File: src/shared/timer_defines.vh
// register map, field layout, reset values and mode codes of the timer
`ifndef TIMER_DEFINES_VH
`define TIMER_DEFINES_VH

// byte offsets on the register bus
`define TMR_CTRL_OFS 8'h00
`define TMR_COUNT_OFS 8'h04
`define TMR_RELOAD_OFS 8'h08
`define TMR_PWM_OFS 8'h0C
`define TMR_STATUS_OFS 8'h10

// control word fields
`define TMR_CTRL_EN_BIT 0
`define TMR_CTRL_MODE_LSB 1
`define TMR_CTRL_MODE_MSB 3
`define TMR_CTRL_SCALE_LSB 4
`define TMR_CTRL_SCALE_MSB 6
`define TMR_CTRL_POL_BIT 7
`define TMR_CTRL_OE_BIT 8
`define TMR_CTRL_WIDTH 9

// reset values
`define TMR_CTRL_RST 9'h000
`define TMR_COUNT_RST 16'h0000
`define TMR_RELOAD_RST 16'hFFFF
`define TMR_PWM_RST 16'h0000

// count value loaded at every reload
`define TMR_RESTART 16'h0001

// operating modes
`define TMR_MODE_PWM 3'h0
`define TMR_MODE_CAPTURE 3'h1
`define TMR_MODE_COMPARE 3'h2
`define TMR_MODE_GATED 3'h3

// bus responses
`define AXI_RESP_OKAY 2'h0
`define AXI_RESP_SLVERR 2'h2

`endif

File: src/hdl/tick_divider.v
// prescaler: one-cycle count tick every 2**scale clocks while running
`timescale 1ns/1ps
`default_nettype none
module tick_divider #(
    parameter SCALE_W = 3,
    parameter CNT_W = 7
) (
    input wire aclk,
    input wire aresetn,
    input wire run,
    input wire [SCALE_W-1:0] scale,
    output reg tick
);
    reg [CNT_W-1:0] div_reg;
    wire [CNT_W-1:0] limit;

    // divide by 1, 2, 4 ... 128
    assign limit = ~({CNT_W{1'b1}} << scale);

    always @(posedge aclk) begin
        if (!aresetn) begin
            div_reg <= {CNT_W{1'b0}};
            tick <= 1'b0;
        end else if (!run) begin
            // restart from zero so the first period is whole
            div_reg <= {CNT_W{1'b0}};
            tick <= 1'b0;
        end else if (div_reg == limit) begin
            div_reg <= {CNT_W{1'b0}};
            tick <= 1'b1;
        end else begin
            div_reg <= div_reg + {{(CNT_W-1){1'b0}}, 1'b1};
            tick <= 1'b0;
        end
    end
endmodule // tick_divider
`default_nettype wire

File: src/hdl/input_edges.v
// timer input sampler: level, selected edge and gate release pulses
`timescale 1ns/1ps
`default_nettype none
module input_edges (
    input wire aclk,
    input wire aresetn,
    input wire pin_in,
    input wire polarity,
    output reg level,
    output wire sel_edge,
    output wire gate_active,
    output wire gate_leave
);
    reg prev_reg;

    always @(posedge aclk) begin
        if (!aresetn) begin
            level <= 1'b0;
            prev_reg <= 1'b0;
        end else begin
            level <= pin_in;
            prev_reg <= level;
        end
    end

    // polarity 1 picks the rising edge and a high gate
    assign sel_edge = polarity ? (level & ~prev_reg) : (~level & prev_reg);
    assign gate_active = (level == polarity);
    assign gate_leave = (prev_reg == polarity) && (level != polarity);
endmodule // input_edges
`default_nettype wire

File: src/hdl/timer_modes.v
// 16-bit timer: pwm, capture, compare and gated modes behind axi4-lite
// Contract
// - pwm mode toggles output at match value
// - pwm reload: interrupt, count to 0001, continue
// - polarity 1: start high, low at match
// - polarity 0: start low, high at match
// - pwm start count only for first period
// - capture edge copies count, interrupts, keeps counting
// - polarity selects capture edge direction
// - capture mode also interrupts at reload
// - compare match interrupts, count not reloaded
// - compare match inverts output when enabled
// - compare counter wraps ffff to 0000
// - gated counts only while input active
// - gated interrupts on input release, reload
// - gated reload to 0001, resume if active
// - gated reload inverts output when enabled
// - gated start count only for first pass
// - compare counts prescaled system clock only
// - prescaler divides by 1 to 128
// - counter is 16-bit up counter
//
// The AXI4-Lite slave port and the register offsets were left to the implementer.
`timescale 1ns/1ps
`default_nettype none
`include "timer_defines.vh"
module timer_modes #(
    parameter ADDR_W = 8,
    parameter CNT_W = 16
) (
    input wire aclk,
    input wire aresetn,
    input wire [ADDR_W-1:0] s_axi_awaddr,
    input wire s_axi_awvalid,
    output wire s_axi_awready,
    input wire [31:0] s_axi_wdata,
    input wire [3:0] s_axi_wstrb,
    input wire s_axi_wvalid,
    output wire s_axi_wready,
    output reg [1:0] s_axi_bresp,
    output reg s_axi_bvalid,
    input wire s_axi_bready,
    input wire [ADDR_W-1:0] s_axi_araddr,
    input wire s_axi_arvalid,
    output wire s_axi_arready,
    output reg [31:0] s_axi_rdata,
    output reg [1:0] s_axi_rresp,
    output reg s_axi_rvalid,
    input wire s_axi_rready,
    input wire timer_in,
    output reg timer_out,
    output reg timer_irq
);
    ////////////////////////////////////////////////////////////////////////
    // register state
    reg [`TMR_CTRL_WIDTH-1:0] ctrl_reg;
    reg [CNT_W-1:0] count_reg;
    reg [CNT_W-1:0] reload_reg;
    reg [CNT_W-1:0] pwm_reg;
    reg cap_pend_reg;
    reg was_en_reg;

    wire enable;
    wire [2:0] mode;
    wire [2:0] scale;
    wire output_polarity_bit;
    wire out_en;
    wire tick;
    wire in_level;
    wire sel_edge;
    wire gate_active;
    wire gate_leave;
    wire at_reload;
    wire at_match;
    wire [CNT_W-1:0] count_inc;

    assign enable = ctrl_reg[`TMR_CTRL_EN_BIT];
    assign mode = ctrl_reg[`TMR_CTRL_MODE_MSB:`TMR_CTRL_MODE_LSB];
    assign scale = ctrl_reg[`TMR_CTRL_SCALE_MSB:`TMR_CTRL_SCALE_LSB];
    assign output_polarity_bit = ctrl_reg[`TMR_CTRL_POL_BIT];
    assign out_en = ctrl_reg[`TMR_CTRL_OE_BIT];

    ////////////////////////////////////////////////////////////////////////
    // prescaler and input sampling
    tick_divider #(
        .SCALE_W(3),
        .CNT_W(7)
    ) u_div (
        .aclk(aclk),
        .aresetn(aresetn),
        .run(enable),
        .scale(scale),
        .tick(tick)
    );

    input_edges u_edges (
        .aclk(aclk),
        .aresetn(aresetn),
        .pin_in(timer_in),
        .polarity(output_polarity_bit),
        .level(in_level),
        .sel_edge(sel_edge),
        .gate_active(gate_active),
        .gate_leave(gate_leave)
    );

    assign at_reload = (count_reg == reload_reg);
    assign at_match = (count_reg == pwm_reg);
    // natural 16-bit overflow gives the ffff to 0000 wrap
    assign count_inc = count_reg + {{(CNT_W-1){1'b0}}, 1'b1};

    ////////////////////////////////////////////////////////////////////////
    // axi4-lite slave
    reg aw_full_reg;
    reg w_full_reg;
    reg [ADDR_W-1:0] aw_addr_reg;
    reg [31:0] w_data_reg;
    reg [3:0] w_strb_reg;
    wire do_write;
    wire wr_ctrl;
    wire wr_count;
    wire wr_reload;
    wire wr_pwm;
    reg wr_hit;
    reg [31:0] rd_word;
    reg rd_hit;

    assign s_axi_awready = ~aw_full_reg;
    assign s_axi_wready = ~w_full_reg;
    assign s_axi_arready = ~s_axi_rvalid;
    // one write at a time: the response must drain before the next
    assign do_write = aw_full_reg && w_full_reg && !s_axi_bvalid;
    assign wr_ctrl = do_write && (aw_addr_reg == `TMR_CTRL_OFS);
    assign wr_count = do_write && (aw_addr_reg == `TMR_COUNT_OFS);
    assign wr_reload = do_write && (aw_addr_reg == `TMR_RELOAD_OFS);
    assign wr_pwm = do_write && (aw_addr_reg == `TMR_PWM_OFS);

    function [31:0] merge;
        input [31:0] old;
        input [31:0] din;
        input [3:0] strb;
        integer i;
        begin
            merge = old;
            for (i = 0; i < 4; i = i + 1) begin
                if (strb[i]) begin
                    merge[i*8 +: 8] = din[i*8 +: 8];
                end
            end
        end
    endfunction

    wire [31:0] ctrl_wr;
    wire [31:0] count_wr;
    wire [31:0] reload_wr;
    wire [31:0] pwm_wr;
    assign ctrl_wr = merge({{(32-`TMR_CTRL_WIDTH){1'b0}}, ctrl_reg}, w_data_reg, w_strb_reg);
    assign count_wr = merge({16'h0000, count_reg}, w_data_reg, w_strb_reg);
    assign reload_wr = merge({16'h0000, reload_reg}, w_data_reg, w_strb_reg);
    assign pwm_wr = merge({16'h0000, pwm_reg}, w_data_reg, w_strb_reg);

    always @* begin
        wr_hit = 1'b0;
        if (aw_addr_reg == `TMR_CTRL_OFS) begin
            wr_hit = 1'b1;
        end else if (aw_addr_reg == `TMR_COUNT_OFS) begin
            wr_hit = 1'b1;
        end else if (aw_addr_reg == `TMR_RELOAD_OFS) begin
            wr_hit = 1'b1;
        end else if (aw_addr_reg == `TMR_PWM_OFS) begin
            wr_hit = 1'b1;
        end else if (aw_addr_reg == `TMR_STATUS_OFS) begin
            // status is read only; the write is dropped but accepted
            wr_hit = 1'b1;
        end
    end

    always @* begin
        rd_word = 32'h00000000;
        rd_hit = 1'b1;
        if (s_axi_araddr == `TMR_CTRL_OFS) begin
            rd_word = {{(32-`TMR_CTRL_WIDTH){1'b0}}, ctrl_reg};
        end else if (s_axi_araddr == `TMR_COUNT_OFS) begin
            rd_word = {16'h0000, count_reg};
        end else if (s_axi_araddr == `TMR_RELOAD_OFS) begin
            rd_word = {16'h0000, reload_reg};
        end else if (s_axi_araddr == `TMR_PWM_OFS) begin
            rd_word = {16'h0000, pwm_reg};
        end else if (s_axi_araddr == `TMR_STATUS_OFS) begin
            rd_word = {28'h0000000, cap_pend_reg, gate_active, in_level, timer_out};
        end else begin
            rd_hit = 1'b0;
        end
    end

    always @(posedge aclk) begin
        if (!aresetn) begin
            aw_full_reg <= 1'b0;
            w_full_reg <= 1'b0;
            aw_addr_reg <= {ADDR_W{1'b0}};
            w_data_reg <= 32'h00000000;
            w_strb_reg <= 4'h0;
            s_axi_bvalid <= 1'b0;
            s_axi_bresp <= `AXI_RESP_OKAY;
            s_axi_rvalid <= 1'b0;
            s_axi_rresp <= `AXI_RESP_OKAY;
            s_axi_rdata <= 32'h00000000;
        end else begin
            if (s_axi_awvalid && !aw_full_reg) begin
                aw_full_reg <= 1'b1;
                aw_addr_reg <= s_axi_awaddr;
            end
            if (s_axi_wvalid && !w_full_reg) begin
                w_full_reg <= 1'b1;
                w_data_reg <= s_axi_wdata;
                w_strb_reg <= s_axi_wstrb;
            end
            if (do_write) begin
                aw_full_reg <= 1'b0;
                w_full_reg <= 1'b0;
                s_axi_bvalid <= 1'b1;
                s_axi_bresp <= wr_hit ? `AXI_RESP_OKAY : `AXI_RESP_SLVERR;
            end else if (s_axi_bvalid && s_axi_bready) begin
                s_axi_bvalid <= 1'b0;
            end
            if (s_axi_arvalid && !s_axi_rvalid) begin
                s_axi_rvalid <= 1'b1;
                s_axi_rdata <= rd_word;
                s_axi_rresp <= rd_hit ? `AXI_RESP_OKAY : `AXI_RESP_SLVERR;
            end else if (s_axi_rvalid && s_axi_rready) begin
                s_axi_rvalid <= 1'b0;
            end
        end
    end

    ////////////////////////////////////////////////////////////////////////
    // timer core
    always @(posedge aclk) begin
        if (!aresetn) begin
            ctrl_reg <= `TMR_CTRL_RST;
            count_reg <= `TMR_COUNT_RST;
            reload_reg <= `TMR_RELOAD_RST;
            pwm_reg <= `TMR_PWM_RST;
            cap_pend_reg <= 1'b0;
            was_en_reg <= 1'b0;
            timer_out <= 1'b0;
            timer_irq <= 1'b0;
        end else begin
            timer_irq <= 1'b0;
            was_en_reg <= enable;
            if (!enable) begin
                // idle level follows polarity, so the run starts from it
                timer_out <= output_polarity_bit;
                cap_pend_reg <= 1'b0;
            end else begin
                case (mode)
                    `TMR_MODE_PWM: begin
                        if (tick) begin
                            if (at_reload) begin
                                count_reg <= `TMR_RESTART;
                                timer_out <= output_polarity_bit;
                                timer_irq <= 1'b1;
                            end else begin
                                count_reg <= count_inc;
                                if (at_match) begin
                                    timer_out <= ~output_polarity_bit;
                                end
                            end
                        end
                    end
                    `TMR_MODE_CAPTURE: begin
                        // edges faster than the tick are held until it comes
                        if (sel_edge) begin
                            cap_pend_reg <= 1'b1;
                        end
                        if (tick) begin
                            count_reg <= at_reload ? `TMR_RESTART : count_inc;
                            if (cap_pend_reg || sel_edge) begin
                                pwm_reg <= count_reg;
                                cap_pend_reg <= 1'b0;
                                timer_irq <= 1'b1;
                            end else if (at_reload) begin
                                timer_irq <= 1'b1;
                            end
                        end
                    end
                    `TMR_MODE_COMPARE: begin
                        if (tick) begin
                            count_reg <= count_inc;
                            if (at_reload) begin
                                timer_irq <= 1'b1;
                                if (out_en) begin
                                    timer_out <= ~timer_out;
                                end
                            end
                        end
                    end
                    `TMR_MODE_GATED: begin
                        if (gate_leave) begin
                            timer_irq <= 1'b1;
                        end
                        if (tick && gate_active) begin
                            if (at_reload) begin
                                count_reg <= `TMR_RESTART;
                                timer_irq <= 1'b1;
                                if (out_en) begin
                                    timer_out <= ~timer_out;
                                end
                            end else begin
                                count_reg <= count_inc;
                            end
                        end
                    end
                    default: begin
                        // unused mode codes hold the count
                        count_reg <= count_reg;
                    end
                endcase
            end
            // software writes land after the core so they win over it in the same cycle, except a pwm write that meets a capture
            if (wr_ctrl) begin
                ctrl_reg <= ctrl_wr[`TMR_CTRL_WIDTH-1:0];
            end
            if (wr_count) begin
                count_reg <= count_wr[CNT_W-1:0];
            end
            if (wr_reload) begin
                reload_reg <= reload_wr[CNT_W-1:0];
            end
            // a capture in the same cycle beats a software write
            if (wr_pwm && !(enable && mode == `TMR_MODE_CAPTURE && tick
                    && (cap_pend_reg || sel_edge))) begin
                pwm_reg <= pwm_wr[CNT_W-1:0];
            end
        end
    end
endmodule // timer_modes
`default_nettype wire

File: config.mk
export PLATFORM = sky130hd
export DESIGN_NAME = timer_modes
export DESIGN_NICKNAME = d
export VERILOG_FILES = /design/src/hdl/tick_divider.v /design/src/hdl/input_edges.v /design/src/hdl/timer_modes.v
export VERILOG_INCLUDE_DIRS = /design/src /design/src/shared
export SDC_FILE = /design/constraint.sdc
export NUM_CORES = 1
export LEC_CHECK = 0
export ABC_AREA = 1
export BUFFER_PORTS_ARGS = -buffer_cell sky130_fd_sc_hd__buf_4
export CORE_ASPECT_RATIO = 1.5
export CORE_MARGIN = 5
export CORE_UTILIZATION = 62
export DETAILED_ROUTE_END_ITERATION = 10
export GPL_ROUTABILITY_DRIVEN = 0
export PLACE_DENSITY = 0.88
export SKIP_CTS_REPAIR_TIMING = 1
export SYNTH_ARGS = -nofsm -noshare
export SYNTH_HDL_FRONTEND = slang
export SYNTH_SLANG_ARGS = --single-unit
File: constraint.sdc
create_clock -name aclk -period 4.6 [get_ports aclk]
set_clock_uncertainty 0.1 [all_clocks]
set_input_delay 0.69 -clock aclk [delete_from_list [all_inputs] [get_ports aclk]]
set_output_delay 0.69 -clock aclk [all_outputs]
set_load 0.02 [all_outputs]
==> results of run 1 <==
-- worst max path at each step --
| stage | from | endpoint | slack (ns) | cells after the start |
|---|---|---|---|---|
| 3_5_place_dp | s_axi_araddr[4] | s_axi_rdata[8] | 1.91 | 10 |
| 5_1_grt | ctrl_reg[7] | pwm_reg[15] | 1.97 | 11 |
| 6_report | ctrl_reg[7] | pwm_reg[15] | 2.24 | 10 |
| 3_3_place_gp | s_axi_araddr[4] | s_axi_rdata[10] | 1.97 | 10 |
| 2_1_floorplan | s_axi_araddr[1] | s_axi_rdata[10] | 2.61 | 7 |
| 4_1_cts | aw_addr_reg[0] | count_reg[10] | 2.24 | 9 |
-- metrics by stage --
stage          setup slack (ns)  area, um2
3_5_place_dp               1.91       7010
2_1_floorplan              2.61       6600
6_report                   2.24       7550
5_1_grt                    1.97       7550
4_1_cts                    2.24       7550
3_3_place_gp               1.97       7010
-- cell families after synthesis --
group,count (synthesis),share of synthesized area
XOR/XNOR,17,0.0228
buffers and inverters,215,0.138
AO/OA/AOI/OAI,266,0.218
flip-flops,118,0.361
AND/OR/NAND/NOR,377,0.255
adder cells (fa/ha/maj),2,0.00383
other,1,0.000574
-- routing by layer --
metal / share of wire / GRT usage / vias up
met5: 0 / 0 / -
met4: 0.033 / 0.138 / 0
met3: 0.070 / 0.0506 / 46
met2: 0.50 / 0.477 / 306
met1: 0.40 / 0.330 / 2944
li1: - / - / 3274
-- power by group --
group	total (mW)	switching, mW	internal (mW)
Clock	1.21	0.442	0.767
Combinational	0.186	0.122	0.0635
Sequential	1.07	0.0234	1.05
Total	2.47	0.588	1.88
-- layout make-up --
type	count	area, um2	area share
clock buffer	28	527	0.0698
clock inverter	3	15.0	0.00199
inverter	164	618	0.0819
multi-input combinational	680	3330	0.442
sequential	118	2360	0.313
tap	144	180	0.0239
timing repair buffer	68	510	0.0676
-- worst max-delay path, cell delays in order (launching register included) --
cell and delay [ns]:
dfxtp_1 0.44, inv_1 0.19, nand3_1 0.11, o211ai_1 0.11
nand2_1 0.08, inv_1 0.06, nand3_2 0.13, nand3_2 0.49
o21ai_0 0.42, o21ai_0 0.11, inv_1 0.05
-- placed cells by master, fill, tap and decap left out, types with 16 or more instances in the layout --
cell / synthesis / layout
nand2_1: 226 / 226
inv_1: 152 / 152
dfxtp_1: 118 / 118
o21ai_0: 113 / 113
a21oi_1: 97 / 97
nor2_1: 74 / 74
buf_4: 19 / 68
nand3_1: 29 / 29
o211ai_1: 25 / 25
o21ai_1: 21 / 21
conb_1: 1 / 18
clkbuf_16: 0 / 17
xor2_1: 16 / 16
==> metrics.cfg, run 1 <==
[synth]
synth_edf_count=0
synth_cell_types=41
syn_avg_cell_area_um2=6.56
synth_area_um2=6540
synthTopCellsByCount=nand2_1, inv_1, dfxtp_1
synth-seq-cells=118
ys.flop_type=dfxtp_1
ys_async_sr_fraction=0
yosysMostFrequentCell=nand2_1
yosysSeqAreaShare=0.361
yosys-top-cells-area=dfxtp_1, nand2_1, inv_1
yosysTopAreaCell=dfxtp_1
ys_warn_count=0
syn_inst=996
synth_top_area_share=0.361

[setup_path]
reg2reg_from=ctrl_reg[7]
cp_max_fo=32
r2r-end=pwm_reg[15]
cp.required_ns=4.87
regToRegSetupSlack_ns=2.24
cp-end-kind=flip-flop
crit_arrival_ns=2.63
reg2reg_depth=10
critPathKind=reg -> reg
start_kind=flip-flop

[min_path]
holdCritStartpoint=timer_in
whs_path_depth=3
worstHoldPathType=in -> reg
hold_end=u_edges.level

[status]
status=finished clean

[sta]
tns_ns=0
setup_viol=0
min_period_ns=2.36
hold_slack_ns=0.354
fin_crit_sh=0.514
max-slew-margin-rel=0.355
fmax_mhz=423
slew_viol_final=0
grt_setup_unrepaired=no
hold_viol=0
worstMarginPinSlew_ns=0.960

[floorplanning]
die_w_um=93.8
num_rows=46
die_area_um2=12700
pin_count=103
start_util=0.624
core_area_um2=10500
die_h_um=136

[clocking]
ctsLongestPathBuffers=2
cts_tree=built
cts_buffers=17
worstSkewPairLatency_ns=0.42
htree_levels=4
cts_sinks=118
clock-root-buffer=clkbuf_16
clkSlewWorstSetupHoldPaths_ns=0.05

[drt]
viasPerCell=5.45
wl_per_cell_um=14.2
wirelength_mm=17.1
dr.pass1.iters=6
vias=6570
ant_nets=0
drt_iter0_markers=535
drc_errors=0

[finish]
nFillCells=878
fin_cells=1205
fin_util=0.720
area_growth_pct=15.5
drive_above_1_share=0.126
insertedDiodeCount=0
final_nets=1111

[power]
p_per_area_nw_per_um2=327
ir_worst_vdd_v=0.000281
finalPower_mw=2.47
leakage_nw=3.59

[placed_design]
dp_cells=1174
hpwl_mm=12.2
numPortBuffers=66

[global_routing]
overflow=0
grt_max_degree=62
grt_pass1_wl_mm=28.2
grt_pass1_vias=6046
grt_antenna_before_repair=0
grt.total_usage=0.278

[flow_run]
cap_violations=0

(Power assumes the default switching activity.)
==> run 2: changes to the inputs <==
- CORE_UTILIZATION: 62 -> 52
- PLACE_DENSITY: 0.88 -> 0.79
- clock period: 4.6 -> 2.1 ns (I/O delays scaled with it)
==> metrics.cfg, run 2 (synthesis gave the netlist of run 1 again) <==
[power]
leakage_nw=3.85  ; was 3.59 nW
p_per_area_nw_per_um2=731  ; was 327 nW/um2
ir_worst_vdd_v=0.000509  ; was 0.000281 V

[floorplanning]
core_area_um2=12400  ; was 10500 um2
start_util=0.528  ; was 0.624
die_area_um2=15000  ; was 12700 um2
pin_count=103  ; unchanged
die_w_um=102  ; was 93.8 um
die_h_um=147  ; was 136 um
num_rows=50  ; was 46

[status]
failed_checks=hold timing
status=finished, violations left  ; was finished clean

[min_path]
worstHoldPathType=in -> reg  ; unchanged
whs_path_depth=3  ; unchanged

[setup_path]
endpoint=count_reg[12]  ; was pwm_reg[15]
reg2reg_from=count_reg[0]  ; was ctrl_reg[7]
critPathKind=reg -> reg  ; unchanged
cp.required_ns=2.34  ; was 4.87 ns
crit_path_start=count_reg[0]  ; was ctrl_reg[7]
regToRegSetupSlack_ns=0.13  ; was 2.24 ns
cp-end-kind=flip-flop  ; unchanged
crit_arrival_ns=2.21  ; was 2.63 ns
r2r-end=count_reg[12]  ; was pwm_reg[15]
reg2reg_depth=10  ; unchanged
start_kind=flip-flop  ; unchanged
cp_max_fo=5  ; was 32

[global_routing]
grt_pass1_wl_mm=28.7  ; was 28.2 mm
grt_pass1_vias=6287  ; was 6046
grt_max_degree=89  ; was 62
grt.total_usage=0.238  ; was 0.278
overflow=0  ; unchanged
grt_antenna_before_repair=0  ; unchanged

[drt]
vias=6538  ; was 6570
drt_iter0_markers=561  ; was 535
wirelength_mm=17.3  ; was 17.1 mm
wl_met3_mm=1.25  ; was 1.20 mm
viasPerCell=5.18  ; was 5.45
ant_nets=0  ; unchanged
wl_per_cell_um=13.7  ; was 14.2 um
dr.pass1.iters=6  ; unchanged
drc_errors=0  ; unchanged
top_layer_used=met4  ; unchanged
wl_met1_mm=7.00  ; was 6.82 mm
wl_met2_mm=8.66  ; was 8.47 mm

[clocking]
worstSkewPairLatency_ns=0.42  ; about the same
clock-root-buffer=clkbuf_16  ; unchanged
cts_buffers=17  ; unchanged
htree_levels=4  ; unchanged
cts_sinks=118  ; unchanged
clkSlewWorstSetupHoldPaths_ns=0.06  ; was 0.05 ns
ctsLongestPathBuffers=2  ; unchanged
cts_tree=built  ; unchanged

[sta]
fin_crit_sh=0.938  ; was 0.514
worstMarginPinSlew_ns=0.891  ; was 0.960 ns
hold_viol=1  ; was 0
max-slew-margin-rel=0.405  ; was 0.355
min_period_ns=1.97  ; was 2.36 ns
hold_slack_ns=-0.00758  ; was 0.354 ns
fmax_mhz=508  ; was 423 MHz
setup_viol=0  ; unchanged
slew_viol_final=0  ; unchanged

[finish]
final_nets=1154  ; was 1111
stdcell_area_um2=8010  ; was 7550 um2
fin_util=0.647  ; was 0.720
insertedDiodeCount=0  ; unchanged
drive_above_1_share=0.170  ; was 0.126
mostFrequentLayoutCell=nand2_1  ; unchanged
area_growth_pct=22.6  ; was 15.5%
layout_common_cells=nand2_1, inv_1, o21ai_0  ; was nand2_1, inv_1, dfxtp_1
fin_cells=1261  ; was 1205

[placed_design]
dp_cells=1225  ; was 1174
dpl_cell_area_um2=7340  ; was 7010 um2
hpwl_mm=12.6  ; was 12.2 mm
numPortBuffers=66  ; unchanged

[flow_run]
cap_violations=0  ; unchanged

-- run 2: changes by cell type in the layout (fill, tap and decap cells not counted), sizes merged --
cell      before  now
clkinvlp       0    2
bufinv         0    4
clkbuf        28   24
clkinv         3    2
buf           68  111
-- run 2: cell type report --
class / count / area, um2
clock buffer: 24 / 482
inverter: 164 / 618
tap: 156 / 195
multi-input combinational: 680 / 3350
fill: 1083 / 4370
timing repair buffer: 111 / 858
sequential: 118 / 2370
clock inverter: 8 / 145
-- run 2: worst min path at each step --
stage / startpoint / end
floorplan: timer_in / u_edges.level
global placement: aw_addr_reg[5] / aw_addr_reg[5]
detailed placement: aw_addr_reg[5] / aw_addr_reg[5]
CTS: timer_in / u_edges.level
global route: timer_in / u_edges.level
finish: timer_in / u_edges.level
-- run 2: per-layer routing --
metal | vias to the layer above | GRT usage
met5 | - | 0
met4 | 0 | 0.0918
met3 | 32 | 0.0475
met2 | 224 | 0.415
met1 | 2922 | 0.282
li1 | 3360 | -
-- run 2: worst max-delay path, cell delays in order (launching register included) --
cell     delay [ns]
dfxtp_1        0.41
ha_1           0.20
nand2_1        0.09
nor2_1         0.17
nand4_1        0.18
nor2_2         0.17
inv_1          0.09
nor3_2         0.14
xor2_1         0.16
nand2_1        0.06
a21oi_1        0.12
-- run 2: metrics by stage --
stage	hold slack [ns]	setup WS [ns]	setup TNS, ns	power (mW)
final	-0.00758	0.130	0	5.86
after global routing	0.00186	-0.0328	-0.0328	6.06
after floorplan	0.313	0.413	0	2.68
after detailed placement	0.343	0.139	0	2.82
after global placement	0.338	0.170	0	2.81
after CTS	-0.0109	0.102	0	5.88
-- run 2: report_power, final --
| group | total (mW) | switching [mW] | internal, mW |
|---|---|---|---|
| clock network | 3.08 | 1.00 | 2.07 |
| registers | 2.35 | 0.0489 | 2.30 |
| logic | 0.429 | 0.275 | 0.154 |
